<file path="src/verilog/btsc_consts.svh">
// constants for the bit-test-skip and call decode block
// Summary of operation
// - bit test takes 5-bit register address and 3-bit bit selector
// - taken skip flushes the fetched instruction, runs a no-op instead
// - call pushes current program counter plus one onto stack top
// - call loads 8-bit literal into program counter bits 7 to 0
// - call loads program counter bits 10:9 from status bits 6:5
// - call forces program counter bit 8 to zero
// - call is one word and always takes two cycles
`ifndef BTSC_CONSTS_SVH
`define BTSC_CONSTS_SVH
`define BTSC_OP_TEST    4'h7
`define BTSC_OP_CALL    4'h9
`define BTSC_NOP_WORD   12'h000
`define BTSC_PC_RESET   11'h7ff
`define BTSC_PAGE_HI    6
`define BTSC_PAGE_LO    5
`endif

</file>
<file path="src/verilog/btsc_pkg.sv">
// types for the bit-test-skip and call decode block
package btsc_pkg;
    typedef logic [11:0] btsc_word_t;
    typedef logic [10:0] btsc_pc_t;
    typedef enum logic [1:0] {
        BTSC_KIND_OTHER,
        BTSC_KIND_TEST,
        BTSC_KIND_CALL
    } btsc_kind_t;
endpackage

</file>
<file path="src/verilog/btsc_bit_pick.sv">
// selects one bit of a register byte
`timescale 1ns/100ps
module btsc_bit_pick #(
    parameter int WIDTH = 8
) (
    // data and selector
    input  wire logic [WIDTH-1:0]         value,
    input  wire logic [$clog2(WIDTH)-1:0] sel,
    // picked bit
    output wire logic                     bit_out
);
    assign bit_out = value[sel];
endmodule

</file>
<file path="src/verilog/btsc_decode.sv">
// decode and execute of bit-test-skip-if-set and subroutine call
`timescale 1ns/100ps
`include "btsc_consts.svh"
module btsc_decode (
    // clock and reset
    input  wire logic             clk,
    input  wire logic             rst,
    // instruction in execute and the register byte it addressed
    input  wire btsc_pkg::btsc_word_t instr,
    input  wire logic             instr_valid,
    input  wire logic [7:0]       file_data,
    input  wire logic [7:0]       status,
    input  wire btsc_pkg::btsc_pc_t pc,
    // register file address for the bit test
    output wire logic [4:0]       file_addr,
    // stack push
    output logic                  push,
    output btsc_pkg::btsc_pc_t    return_stack_top,
    // program counter load
    output logic                  pc_load,
    output btsc_pkg::btsc_pc_t    pc_target,
    // flush of the fetched word, and the word to execute instead
    output logic                  flush,
    output wire btsc_pkg::btsc_word_t exec_word,
    output wire btsc_pkg::btsc_kind_t kind
);
    import btsc_pkg::*;

    wire logic [3:0] opcode   = instr[11:8];
    wire logic [2:0] bit_sel  = instr[7:5];
    wire logic [7:0] literal  = instr[7:0];
    wire logic       flushing = flush;
    // a flushed slot executes as no-op so it can never chain a second skip
    wire logic       is_test  = instr_valid && !flushing &&
                                opcode == `BTSC_OP_TEST;
    wire logic       is_call  = instr_valid && !flushing &&
                                opcode == `BTSC_OP_CALL;
    wire logic       bit_val;
    wire logic       skip     = is_test && bit_val;

    assign file_addr = instr[4:0];
    assign exec_word = flushing ? `BTSC_NOP_WORD : instr;
    assign kind      = is_test ? BTSC_KIND_TEST :
                       is_call ? BTSC_KIND_CALL : BTSC_KIND_OTHER;

    btsc_bit_pick #(.WIDTH(8)) u_pick (
        .value   (file_data),
        .sel     (bit_sel),
        .bit_out (bit_val)
    );

    wire btsc_pc_t next_ret    = pc + 11'h001;
    wire btsc_pc_t next_target = {status[`BTSC_PAGE_HI],
                                  status[`BTSC_PAGE_LO],
                                  1'b0, literal};

    // status is only read; nothing here writes a flag
    always_ff @(posedge clk or posedge rst) begin
        if (rst) begin
            push             <= 1'b0;
            return_stack_top <= `BTSC_PC_RESET;
            pc_load          <= 1'b0;
            pc_target        <= `BTSC_PC_RESET;
            flush            <= 1'b0;
        end else begin
            push    <= is_call;
            pc_load <= is_call;
            flush   <= skip || is_call;
            if (is_call) begin
                return_stack_top <= next_ret;
                pc_target        <= next_target;
            end
        end
    end
endmodule

</file>
<file path="config.mk">
export PLATFORM = sky130hd
export DESIGN_NAME = btsc_decode
export DESIGN_NICKNAME = d
export VERILOG_FILES = /design/src/verilog/btsc_pkg.sv /design/src/verilog/btsc_bit_pick.sv /design/src/verilog/btsc_decode.sv
export VERILOG_INCLUDE_DIRS = /design/src /design/src/verilog
export SDC_FILE = /design/constraint.sdc
export NUM_CORES = 1
export LEC_CHECK = 0
export ABC_AREA = 1
export BUFFER_PORTS_ARGS = -buffer_cell sky130_fd_sc_hd__buf_2
export CAP_MARGIN = 20
export CORE_AREA = 5 5 67 69
export CTS_BUF_LIST = sky130_fd_sc_hd__clkbuf_16
export CTS_CLUSTER_DIAMETER = 50
export CTS_CLUSTER_SIZE = 30
export DETAILED_ROUTE_END_ITERATION = 8
export DIE_AREA = 0 0 72 74
export GPL_TIMING_DRIVEN = 0
export HOLD_SLACK_MARGIN = 0.02
export PLACE_DENSITY = 0.84
export SLEW_MARGIN = 40
export SYNTH_ARGS = -nofsm -noshare
export SYNTH_HDL_FRONTEND = slang
export SYNTH_SLANG_ARGS = --single-unit
</file>
<file path="constraint.sdc">
create_clock -name clk -period 1.2 [get_ports clk]
set_input_delay 0.06 -clock clk [delete_from_list [all_inputs] [get_ports clk]]
set_output_delay 0.06 -clock clk [all_outputs]
set_load 0.03 [all_outputs]
</file>
Yosys cells after proc, flatten, opt, wreduce, memory -nomap -nowiden:

Index checks and enable logic that the tools add are counted.
Widths: inputs -> output; s select.

* output and inout port bits: 44
* flip-flop bits (word level): 24
* logic and storage cells: 19
* input bits: 42

* add/subtract/negate cells: 1
* reductions and logical operators: 6
* equal/unequal tests: 2
* muxes and demuxes: 5
* magnitude comparators: 1

Operator list (number)
* $mux 12: 1
* $add 11x1->11 const B: 1
* $eq 4x3->1 const B: 1
* $eq 4x4->1 const B: 1
* $logic_and 1x1->1: 4
* $lt 3x4->1 const B: 1
* $mux 2: 2
* $bmux 1 s3: 1
* $logic_not 1->1: 1
* $logic_or 1x1->1: 1
* $mux 1: 1

Logic depth before layout (Yosys ltp):

Gate-level depths: netlist of run 1.

* depth in word-level cells: 5
* depth in mapped cells: 7
* gate-level depth less buffers: 7

By module:

From an unflattened synthesis of run 1, not the netlist that was laid out.

* cells, all modules: 196
* area total of the unflattened synthesis: 1403.8 µm²

By module, submodules not included
* btsc_decode: area each 1293.7 µm², cells each 168, sequential area each 628.1 µm², instances 1
* btsc_bit_pick: area each 110.1 µm², cells each 28, sequential area each 0.0 µm², instances 1

Least setup slack after synthesis of run 1:

Ideal clock, no wire load.

* kind: reg2reg
* start: reg flush
* end: reg return_stack_top[6]
* library setup time: 0.077 ns
* clock period less this slack: 1.416 ns
* slack: -0.216 ns
* path buffers: 1
* arrival time: 1.339 ns
* required time: 1.123 ns
* cell stages (with the launch flop): 8
* cells stage by stage: dfrtp_1 -> inv_1 -> nand2_1 -> nor3_4 -> inv_4 -> clkbuf_8 -> nand2_1 -> nand2_1

* cells in the longest elaborated chain, start to end: 3

Ends and longest elaborated chain
* start, declared: line btsc_decode.sv:23 `output logic flush,`
* start signal, assigned: line btsc_decode.sv:68 `flush <= skip || is_call;`
* $logic_not 1->1: line btsc_decode.sv:36 `wire logic is_call = instr_valid && !flushing &&`
* $logic_and 1x1->1: line btsc_decode.sv:36
* $logic_and 1x1->1 (no line)
* net is_call: line btsc_decode.sv:36
* end signal, assigned: line btsc_decode.sv:61 `` return_stack_top <= `BTSC_PC_RESET; ``
* end signal, assigned: line btsc_decode.sv:70 `return_stack_top <= next_ret;`
* end, declared: line btsc_decode.sv:18 `output btsc_pkg::btsc_pc_t return_stack_top,`

The timed path passes the listed nets, and every way through them passes these cells.
A chain may end at the register's enable or synchronous reset.

Final worst setup path of run 1:

* start: reg flush
* end: out kind[0]

* cells in the longest elaborated chain, start to end: 4

Ends and longest elaborated chain
* $logic_not 1->1: line btsc_decode.sv:34 `wire logic is_test = instr_valid && !flushing &&`
* $logic_and 1x1->1: line btsc_decode.sv:34
* $logic_and 1x1->1 (no line)
* net is_test: line btsc_decode.sv:34
* $mux 2: line btsc_decode.sv:43 `assign kind = is_test ? BTSC_KIND_TEST :`
* end, declared: line btsc_decode.sv:25 `output wire btsc_pkg::btsc_kind_t kind`

The timed path passes the listed nets, and every way through them passes these cells.

==> metrics.yaml, run 1 <==
setup_slack_ns: -0.00204
syn_inst: 183
hold_end: "pc_target[2]$_DFFE_PP1P_"
clock_path_buffers: 2
synth_area_leaders: "dfstp_2 41%, nand2_1 16%, o21ai_2 7.4%"
synth-seq-cells: 24
synth_area_leader_cell: "dfstp_2"
antenna_found_initial: 0
rsz0062_at_grt: "yes"
synthToLayoutAreaGrowth_pct: 53.8
synth_async_sr_flop_share_pct: 100
final_util_pct: 56.3
drv_slew: 0
drt_iter0_markers: 43
syn_nets: 226
grt_pass1_wl_um: 6600
max-slew-margin-rel_pct: 67.9
r2r_slack_ns: 0.03
critical_path_class: "flop to output port"
drive_above_1_share_pct: 55.1
yosysTopAreaCellShare_pct: 40.9
grtUsageTotal_pct: 15.3
leakagePower_nw: 1.21
pwr-share-seq_pct: 36.8
seq_area_frac_synth_pct: 44.5
arrival_ns: 1.14
irDropWorstVdd_uv: 522
fmax_mhz: 832
wl_per_cell_um: 11.7
whs_path_depth: 3
final_nets: 320
drc: 0
rows: 23
dr.pass1.iters: 4
synth_top_family_by_area: "simple AND/OR/NAND/NOR gates"
skew_ns: 0.00316
cts_num_sinks: 24
synthDistinctLibCells: 23
worstMarginPinSlew_ns: 0.480
grt_overflow: 0
ctsRootBufferMaster: "clkbuf_16"
min_path_type: "input pin to flop"
numCtsBuffers: 3
power_density_nw_per_um2: 1430
cts_tree: "built"
synth_warnings: 0
io-pin-count: 86
setup_violations: 1
antenna_cells: 0
fin_crit_ns: 1.20
grt_max_degree: 25
p_comb_share_pct: 33.3
port_buffers: 79
power_switching_mw: 1.03
avgViaCountPerCell: 4.50
worstPathMaxFanout: 4
die_x_um: 72
via_count: 1466
violations: "setup timing"
synth_xor_area_share_pct: 1.86
detail-route-antenna-nets: 0
finalHoldViolCount: 0
p_total_mw: 3.11
place.gp.congestion: 0.854
die_y_um: 74
r2r_end: "pc_target[5]$_DFFE_PP1P_"
crit_path_end_kind: "output port"
postRouteWirelength_um: 3800
fin_crit_sh_pct: 100
mappedNetlistArea_um2: 1410
avgSynthCellArea_um2: 7.72
yosys.area_share.simple_pct: 29.9
dp_hpwl_um: 2950
initial_core_util_pct: 36.6
clkPwrFrac_pct: 29.9
die_area_um2: 5330
cap_violations: 0
rr_worst_depth: 6
synth_edf_count: 0
synth_most_common_cell: "nand2_1"
cp-start-kind: "flop"
htree_levels: 1
synth_compound_area_share_pct: 8.68
synth_mux_area_share_pct: 0
worstHoldStart: "instr[2]"
clkLatencyLatePin_ns: 0.25
netSwitchingFraction_pct: 33.2
yosys-top-cells-count: "61 x nand2_1, 27 x inv_1, 22 x dfstp_2"
p_int_mw: 2.08
rr_startpoint: "flush$_DFF_PP0_"
coreArea_um2: 3860
synthAdderAreaFrac_pct: 0.886
grt_pass1_vias: 1583
outcome: "finished with violations"
clkSlewWorstSetupHoldPaths_ns: 0.06
synthFlopType: "dfstp_2"
cp_data_required_time_ns: 1.14
## repair_timing
item / CTS / global route
pin swaps: 2 / 0
hold endpoints to repair: 5 / 0
endpoints found under the setup margin: 36 / 36
hold buffers: 4 / 0
resized for setup: 19 / 20
buffers inserted: 6 / 0
## power by group through the flow
| stage | Combinational [mW] | Clock, mW | Sequential [mW] |
|---|---|---|---|
| floorplan | 0.354 | 0 | 1.47 |
| global placement | 0.968 | 0 | 1.14 |
| detailed placement | 0.986 | 0 | 1.15 |
| CTS | 1.02 | 0.957 | 1.14 |
| global route | 1.12 | 0.980 | 1.17 |
| finish | 1.04 | 0.931 | 1.14 |
## cells by family after synthesis
| group | Yosys count |
|---|---|
| AND/OR/NAND/NOR | 101 |
| buffers and inverters | 39 |
| flip-flops | 24 |
| AO/OA/AOI/OAI | 15 |
| XOR/XNOR | 3 |
| adder cells (fa/ha/maj) | 1 |
## final cells by class
cell class,count,area (µm²)
multi-input cells,120,626
inverters,28,108
well taps,50,62.6
clock inverters,1,30.0
repair buffers,89,534
clock buffers,3,75.1
flip-flops and latches,24,629
fillers,358,1680
plain buffers,11,108
## routing by layer
| layer | up-vias | GRT usage (%) | routed length, µm |
|---|---|---|---|
| met4 | 0 | 4.38 | 34 |
| met1 | 672 | 16.1 | 1400 |
| li1 | 742 | - | - |
| met5 | - | 0 | 0 |
| met2 | 50 | 31.0 | 2080 |
| met3 | 2 | 2.43 | 291 |
## stage by stage
step	std cells	setup TNS [ns]	setup slack [ns]	hold slack [ns]	area, µm²
after floorplan	183	-4.66	-0.206	0.0582	1420
after global placement	312	-7.98	-0.366	0.244	1870
after detailed placement	312	-8.15	-0.380	0.120	1870
after CTS	326	-0.00213	-0.00201	0.0427	2120
after global routing	326	-1.32	-0.0695	0.0532	2170
final	326	-0.00204	-0.00204	0.0460	2170
## registers in the layout (all words and copies together), names as in the netlist
name and cells:
flush 1, return_stack_top 11, pc_target 11, pc_load 1
## worst max path at each step
stage	end	cells past startpoint	slack [ns]	startpoint
after floorplan	return_stack_top[6]$_DFFE_PP1P_	7	-0.21	flush$_DFF_PP0_
after global placement	return_stack_top[8]$_DFFE_PP1P_	7	-0.37	flush$_DFF_PP0_
after detailed placement	return_stack_top[6]$_DFFE_PP1P_	7	-0.38	flush$_DFF_PP0_
after CTS	kind[0]	5	-0.002	flush$_DFF_PP0_
after global routing	kind[0]	5	-0.07	flush$_DFF_PP0_
final	kind[0]	5	-0.002	flush$_DFF_PP0_
## cells in the final DEF (no fill, tap or decap), drive strengths merged, types with 2 or more instances in the layout
master	n
nor2	18
inv	28
xor2	2
nor3	2
nand3	17
dlygate4sd3	4
nand2	62
clkbuf	4
dfstp	22
dfrtp	2
buf	95
o21ai	14
## worst max-delay path, cell delays in order, from the launching register on
cell     delay (ns)
dfrtp_2        0.43
inv_2          0.07
nand2_4        0.06
nor2_2         0.10
buf_4          0.12
buf_6          0.12
Note: power is estimated with default switching activity, not from simulation.
==> run 2: changes to the inputs <==
CORE_AREA = 5 5 66 68   (was 5 5 67 69)
DIE_AREA = 0 0 71 73   (was 0 0 72 74)
PLACE_DENSITY = 0.83   (was 0.84)
clock period = 1.5 ns   (was 1.2 ns; I/O delays follow)
==> run 2 against run 1 <==
  * The flow now finishes without violations
  * Total power fell by 28%
  * Register-to-register slack improved by 0.15 ns
  * First-iteration DRC count fell by 14%
  * Core utilization fell by 3.6 points
  * Hold slack improved by 0.020 ns
  * Routed wire length fell by 7.6%
==> metrics.yaml, run 2 (synthesized netlist as in run 1, its figures left out) <==
cts_num_sinks: 24  # unchanged
startpoint: "flush$_DFF_PP0_"
clkSlewWorstSetupHoldPaths_ns: 0.06  # about the same
worstMarginPinSlew_ns: 0.474  # -0.00666 ns
cp_slowest_cell: "dfrtp_1"
fin_crit_sh_pct: 91.6
max_stage_delay_ns: 0.42  # about the same
setup_violations: 0  # -1
r2r_slack_ns: 0.18  # +0.15 ns
ctsRootBufferMaster: "clkbuf_16"
worstPathMaxFanout: 5  # +1
min_path_type: "input pin to flop"
p_total_mw: 2.25  # -28%
final_common_cell: "buf_2"
nFillCells: 384  # +7.3%
drt_iter0_markers: 37  # -14%
grt_pass1_vias: 1349  # -15%
detail-route-antenna-nets: 0  # unchanged
cp_data_required_time_ns: 1.42  # +0.28 ns
rsz0062_at_grt: "no"
max-slew-margin-rel_pct: 68.4  # +0.44 points
antenna_found_initial: 0  # unchanged
coreArea_um2: 3800  # -1.5%
die_y_um: 73  # -1.4%
endpoint: "kind[0]"
arrival_ns: 1.30  # +0.16 ns
clkLatencyLatePin_ns: 0.25  # about the same
layout_top_registers: "pc_target: 11 flops, return_stack_top: 11 flops"
crit_path_end_kind: "output port"
grtUsageTotal_pct: 13.8  # -1.5 points
r2r_end: "pc_target[4]$_DFFE_PP1P_"
outcome: "finished, final reports clean"
grt_max_degree: 25  # unchanged
dr.pass1.iters: 5  # +1
fin_tns_setup_ns: 0  # +0.00204 ns
die_x_um: 71  # -1.4%
dp_hpwl_um: 2840  # -3.5%
port_buffers: 79  # unchanged
io-pin-count: 86  # unchanged
htree_levels: 1  # unchanged
via_count: 1416  # -3.4%
drive_above_1_share_pct: 49.4  # -5.6 points
rr_worst_depth: 6  # unchanged
rows: 23  # unchanged
numCtsBuffers: 3  # unchanged
drc: 0  # unchanged
wl_per_cell_um: 10.9  # -6.1%
final_nets: 315  # -1.6%
skew_ns: 0.00267  # -0.000487 ns
fin_crit_ns: 1.37
crit_chain: "inv_1 -> nand2_1 -> nor2_2 -> buf_4 -> buf_2"
avgViaCountPerCell: 4.41  # -1.9%
rr_startpoint: "flush$_DFF_PP0_"
grt_pass1_wl_um: 5740  # -13%
final_cell_mix: "79 x buf_2, 61 x nand2_1, 26 x inv_1"
die_area_um2: 5180  # -2.7%
antenna_cells: 0  # unchanged
power_density_nw_per_um2: 1120  # -21%
leakagePower_nw: 1.14  # -5.1%
pre_cts_slack_ns: -0.0478  # +0.332 ns
clock_path_buffers: 2  # unchanged
initial_core_util_pct: 37.2  # +0.56 points
cts_tree: "built"
setup_slack_ns: 0.126  # +0.128 ns
cap_violations: 0  # unchanged
finalHoldViolCount: 0  # unchanged
drv_slew: 0  # unchanged
irDropWorstVdd_uv: 406  # -22%
postRouteWirelength_um: 3510  # -7.6%
critical_path_class: "flop to output port"
cp-start-kind: "flop"
grt_overflow: 0  # unchanged
synthToLayoutAreaGrowth_pct: 41.8
place.gp.congestion: 0.816  # -4.5%
fmax_mhz: 728
## run 2: cell type report
cell class	instances	area, µm²	share of cell area, %
plain buffers	11	93.8	4.68
clock buffers	3	75.1	3.75
clock inverters	1	3.75	0.187
inverters	28	108	5.37
multi-input cells	120	589	29.4
flip-flops and latches	24	628	31.4
well taps	50	62.6	3.12
repair buffers	84	443	22.1
## run 2: routing by layer
metal / vias up / routed length (µm) / track usage [%]
li1: 731 / - / -
met1: 629 / 1310 / 14.7
met2: 52 / 1840 / 26.4
met3: 4 / 309 / 2.07
met4: 0 / 58 / 6.89
met5: - / 0 / 0
## run 2: how the worst min path moves through the flow
stage	start	depth (start not counted)	endpoint
floorplan	rst	1	flush$_DFF_PP0_
global placement	pc[0]	2	return_stack_top[0]$_DFFE_PP1P_
detailed placement	rst	2	flush$_DFF_PP0_
CTS	instr[2]	3	pc_target[2]$_DFFE_PP1P_
global route	instr[1]	3	pc_target[1]$_DFFE_PP1P_
finish	instr[2]	3	pc_target[2]$_DFFE_PP1P_
## run 2: what timing repair did
action	in CTS	in global routing
setup buffers	1	0
hold buffers	4	0
pin swaps	1	0
hold endpoints to repair	5	0
gates resized for setup	0	4
endpoints found under the setup margin	22	14
## run 2: where the power goes
part           internal, mW  switching [mW]  total (mW)  leakage (nW)
sequential            0.851          0.0572       0.908         0.257
combinational         0.249           0.534       0.783         0.848
clock                 0.355           0.205       0.560        0.0385
total                  1.45           0.796        2.25          1.14
## run 2: worst max-delay path: cells and delay by family (launching register included)
kind	cells	cell delay [ns]
buffers and inverters	3	0.36
and+or+nand+nor	2	0.28
DFF	1	0.42
## run 2: stage by stage
step	hold WS, ns	area (µm²)	cells	util, %
after floorplan	0.0733	1410	183	-
after global placement	0.258	1870	312	49.2
after detailed placement	0.124	1870	312	49.2
after CTS	0.0666	2000	321	52.6
after global routing	0.0694	2000	321	52.7
final	0.0658	2000	321	52.7
==> run 3: changes to the inputs <==
--- a/config.mk
+++ b/config.mk
@@ -10,13 +10,13 @@
 export BUFFER_PORTS_ARGS = -buffer_cell sky130_fd_sc_hd__buf_2
 export CAP_MARGIN = 20
-export CORE_AREA = 5 5 66 68
+export CORE_AREA = 5 5 63 65
 export CTS_BUF_LIST = sky130_fd_sc_hd__clkbuf_16
 export CTS_CLUSTER_DIAMETER = 50
 export CTS_CLUSTER_SIZE = 30
 export DETAILED_ROUTE_END_ITERATION = 8
-export DIE_AREA = 0 0 71 73
+export DIE_AREA = 0 0 68 70
 export GPL_TIMING_DRIVEN = 0
 export HOLD_SLACK_MARGIN = 0.02
-export PLACE_DENSITY = 0.83
+export PLACE_DENSITY = 0.89
 export SLEW_MARGIN = 40
 export SYNTH_ARGS = -nofsm -noshare
==> constraint.sdc (replaced) <==
create_clock -name clk -period 1.5 [get_ports clk]
set_input_delay 0.075 -clock clk [delete_from_list [all_inputs] [get_ports clk]]
set_output_delay 0.075 -clock clk [all_outputs]
set_load 0.005 [all_outputs]
==> run 3 against run 2 <==
  * Via count increased by 0.71%
  * Fmax decreased by 1.5%
  * Total power decreased by 13%
  * Sequential cell count unchanged
  * Clock-buffer cell count unchanged
  * Routed wire length increased by 4.4%
  * Design area decreased by 1.1%
  * Setup slack got worse by 0.021 ns
  * Critical endpoint is now exec_word[2]
  * Highest routed layer unchanged
==> metrics.yaml, run 3 (synthesized netlist as in run 1, its figures left out) <==
port_buffers: 79  # unchanged
ctsRootBufferMaster: "clkbuf_16"
skew_ns: 0.00105  # -0.00162 ns
cts_tree: "built"
nFillCells: 309  # -20%
layout_top_registers: "pc_target: 11 flops, return_stack_top: 11 flops"
antenna_found_initial: 0  # unchanged
synthToLayoutAreaGrowth_pct: 40.2
dr.pass1.iters: 4  # -1
final_cell_mix: "79 x buf_2, 61 x nand2_1, 26 x inv_1"
outcome: "finished, final reports clean"
grt_pass1_vias: 1331  # -1.3%
instances_no_fill: 315  # -1.9%
place.gp.congestion: 0.703  # -14%
fin_crit_ns: 1.40  # +0.0214 ns
placed_cells: 308  # -1.3%
drive_above_1_share_pct: 49.1  # -0.38 points
grtUsageTotal_pct: 15.4  # +1.6 points
drc: 0  # unchanged
cap_violations: 0  # unchanged
crit_chain: "clkbuf_1 -> nor2_1 -> buf_2"
setup_violations: 0  # unchanged
cp_data_required_time_ns: 1.42  # about the same
crit_path_end_kind: "output port"
final_common_cell: "buf_2"
grt_max_degree: 25  # unchanged
rsz0062_at_grt: "no"
coreArea_um2: 3280  # -14%
finalHoldViolCount: 0  # unchanged
arrival_ns: 1.32  # +0.02 ns
critical_path_class: "flop to output port"
cts_num_sinks: 24  # unchanged
initial_core_util_pct: 43.0  # +5.8 points
numCtsBuffers: 3  # unchanged
io-pin-count: 86  # unchanged
die_y_um: 70  # -4.1%
drt_iter0_markers: 47  # +27%
clkLatencyLatePin_ns: 0.25  # about the same
max_stage_delay_ns: 0.42  # about the same
final_nets: 314  # -0.32%
fmax_mhz: 717  # -1.5%
max-slew-margin-rel_pct: 67.4  # -0.96 points
dp_hpwl_um: 2990  # +5.2%
power_switching_mw: 0.519  # -35%
p_comb_share_pct: 25.2  # -9.6 points
grt_pass1_wl_um: 5720  # -0.35%
die_x_um: 68  # -4.2%
die_area_um2: 4760  # -8.2%
place_area_um2: 1870  # -0.27%
worstMarginPinSlew_ns: 0.488  # +0.0143 ns
fin_crit_sh_pct: 93.0  # +1.4 points
p_int_mw: 1.45  # -0.68%
pwr-share-seq_pct: 46.3  # +6.0 points
clkSlewWorstSetupHoldPaths_ns: 0.06  # about the same
final_area_um2: 1980  # -1.1%
avgViaCountPerCell: 4.53  # +2.6%
netSwitchingFraction_pct: 26.4  # -8.9 points
clkPwrFrac_pct: 28.5  # +3.6 points
power_density_nw_per_um2: 991  # -12%
wl_per_cell_um: 11.6  # +6.4%
multi_input_area_um2: 587  # -0.42%
htree_levels: 1  # unchanged
min_path_type: "input pin to flop"
via_count: 1426  # +0.71%
whs_ns: 0.0207  # -0.0451 ns
clock_path_buffers: 2  # unchanged
leakagePower_nw: 1.14  # -0.78%
detail-route-antenna-nets: 0  # unchanged
postRouteWirelength_um: 3670  # +4.4%
irDropWorstVdd_uv: 646  # +59%
antenna_cells: 0  # unchanged
grt_overflow: 0  # unchanged
seq_area_um2: 628  # unchanged
worstPathMaxFanout: 10  # +5
final_util_pct: 60.3  # +7.6 points
cp_slowest_cell: "dfrtp_1"
drv_slew: 0  # unchanged
cp-start-kind: "flop"
rows: 21  # -8.7%
-- run 3: cell types whose count changed in the layout (fill, tap and decap cells not counted) --
cell / delta
clkbuf_2: -1
clkinv_1: -1
nor2_1: +1
clkbuf_1: +1
nor2_2: -1
dlygate4sd3_1: -1
-- run 3: per-layer routing --
metal,share of wire (%),routed length (µm),vias to the layer above,global-route usage [%]
met1,40,1470,640,17.3
li1,-,-,729,-
met3,11,390,2,3.69
met4,0.46,17,0,2.65
met2,49,1790,55,28.7
met5,0,0,-,0
-- run 3: metrics by stage --
stage | total power, mW | setup slack [ns] | setup TNS (ns)
floorplan | 1.16 | 0.216 | 0
global placement | 1.39 | -0.0224 | -0.157
detailed placement | 1.42 | -0.0604 | -1.02
CTS | 1.99 | 0.0905 | 0
global route | 2.09 | 0.0198 | 0
finish | 1.96 | 0.105 | 0
-- run 3: critical path, delay by kind of cell, from the launching register on --
kind                   cells  cell delay, ns
buffers and inverters      2            0.54
flip-flops                 1            0.42
AND/OR/NAND/NOR            1            0.10
-- run 3: final timing paths --
path	depth (start not counted)	slack [ns]	to	start
worst max register to register	7	0.16	return_stack_top[9]$_DFFE_PP1P_	flush$_DFF_PP0_
min in group asynchronous	3	0.39	pc_load$_DFF_PP0_	rst
worst max-delay path	3	0.10	exec_word[2]	flush$_DFF_PP0_
max in group asynchronous	3	0.75	return_stack_top[8]$_DFFE_PP1P_	rst
worst min register to register	2	0.46	pc_target[8]$_DFFE_PP1P_	pc_target[8]$_DFFE_PP1P_
worst min-delay path	3	0.02	pc_target[10]$_DFFE_PP1P_	status[6]
-- run 3: power by group through the flow --
stage,sequential [mW],combinational [mW],clock (mW)
2_1_floorplan,0.932,0.228,0
3_3_place_gp,0.910,0.482,0
3_5_place_dp,0.919,0.497,0
4_1_cts,0.911,0.505,0.578
5_1_grt,0.926,0.557,0.607
6_report,0.909,0.495,0.561
-- run 3: area by class of cell --
type | instances | share of cell area [%]
plain buffers | 11 | 4.67
clock buffers | 3 | 3.79
inverters | 28 | 5.43
multi-input cells | 120 | 29.6
flip-flops and latches | 24 | 31.7
well taps | 46 | 2.91
repair buffers | 83 | 21.9
-- run 3: timing repair --
item / in CTS / in global routing
hold buffers: 3 / 0
gates resized for setup: 0 / 1
buffers inserted: 1 / 0
hold endpoints to repair: 4 / 0
setup endpoints to repair: 23 / 1
pin swaps: 1 / 0
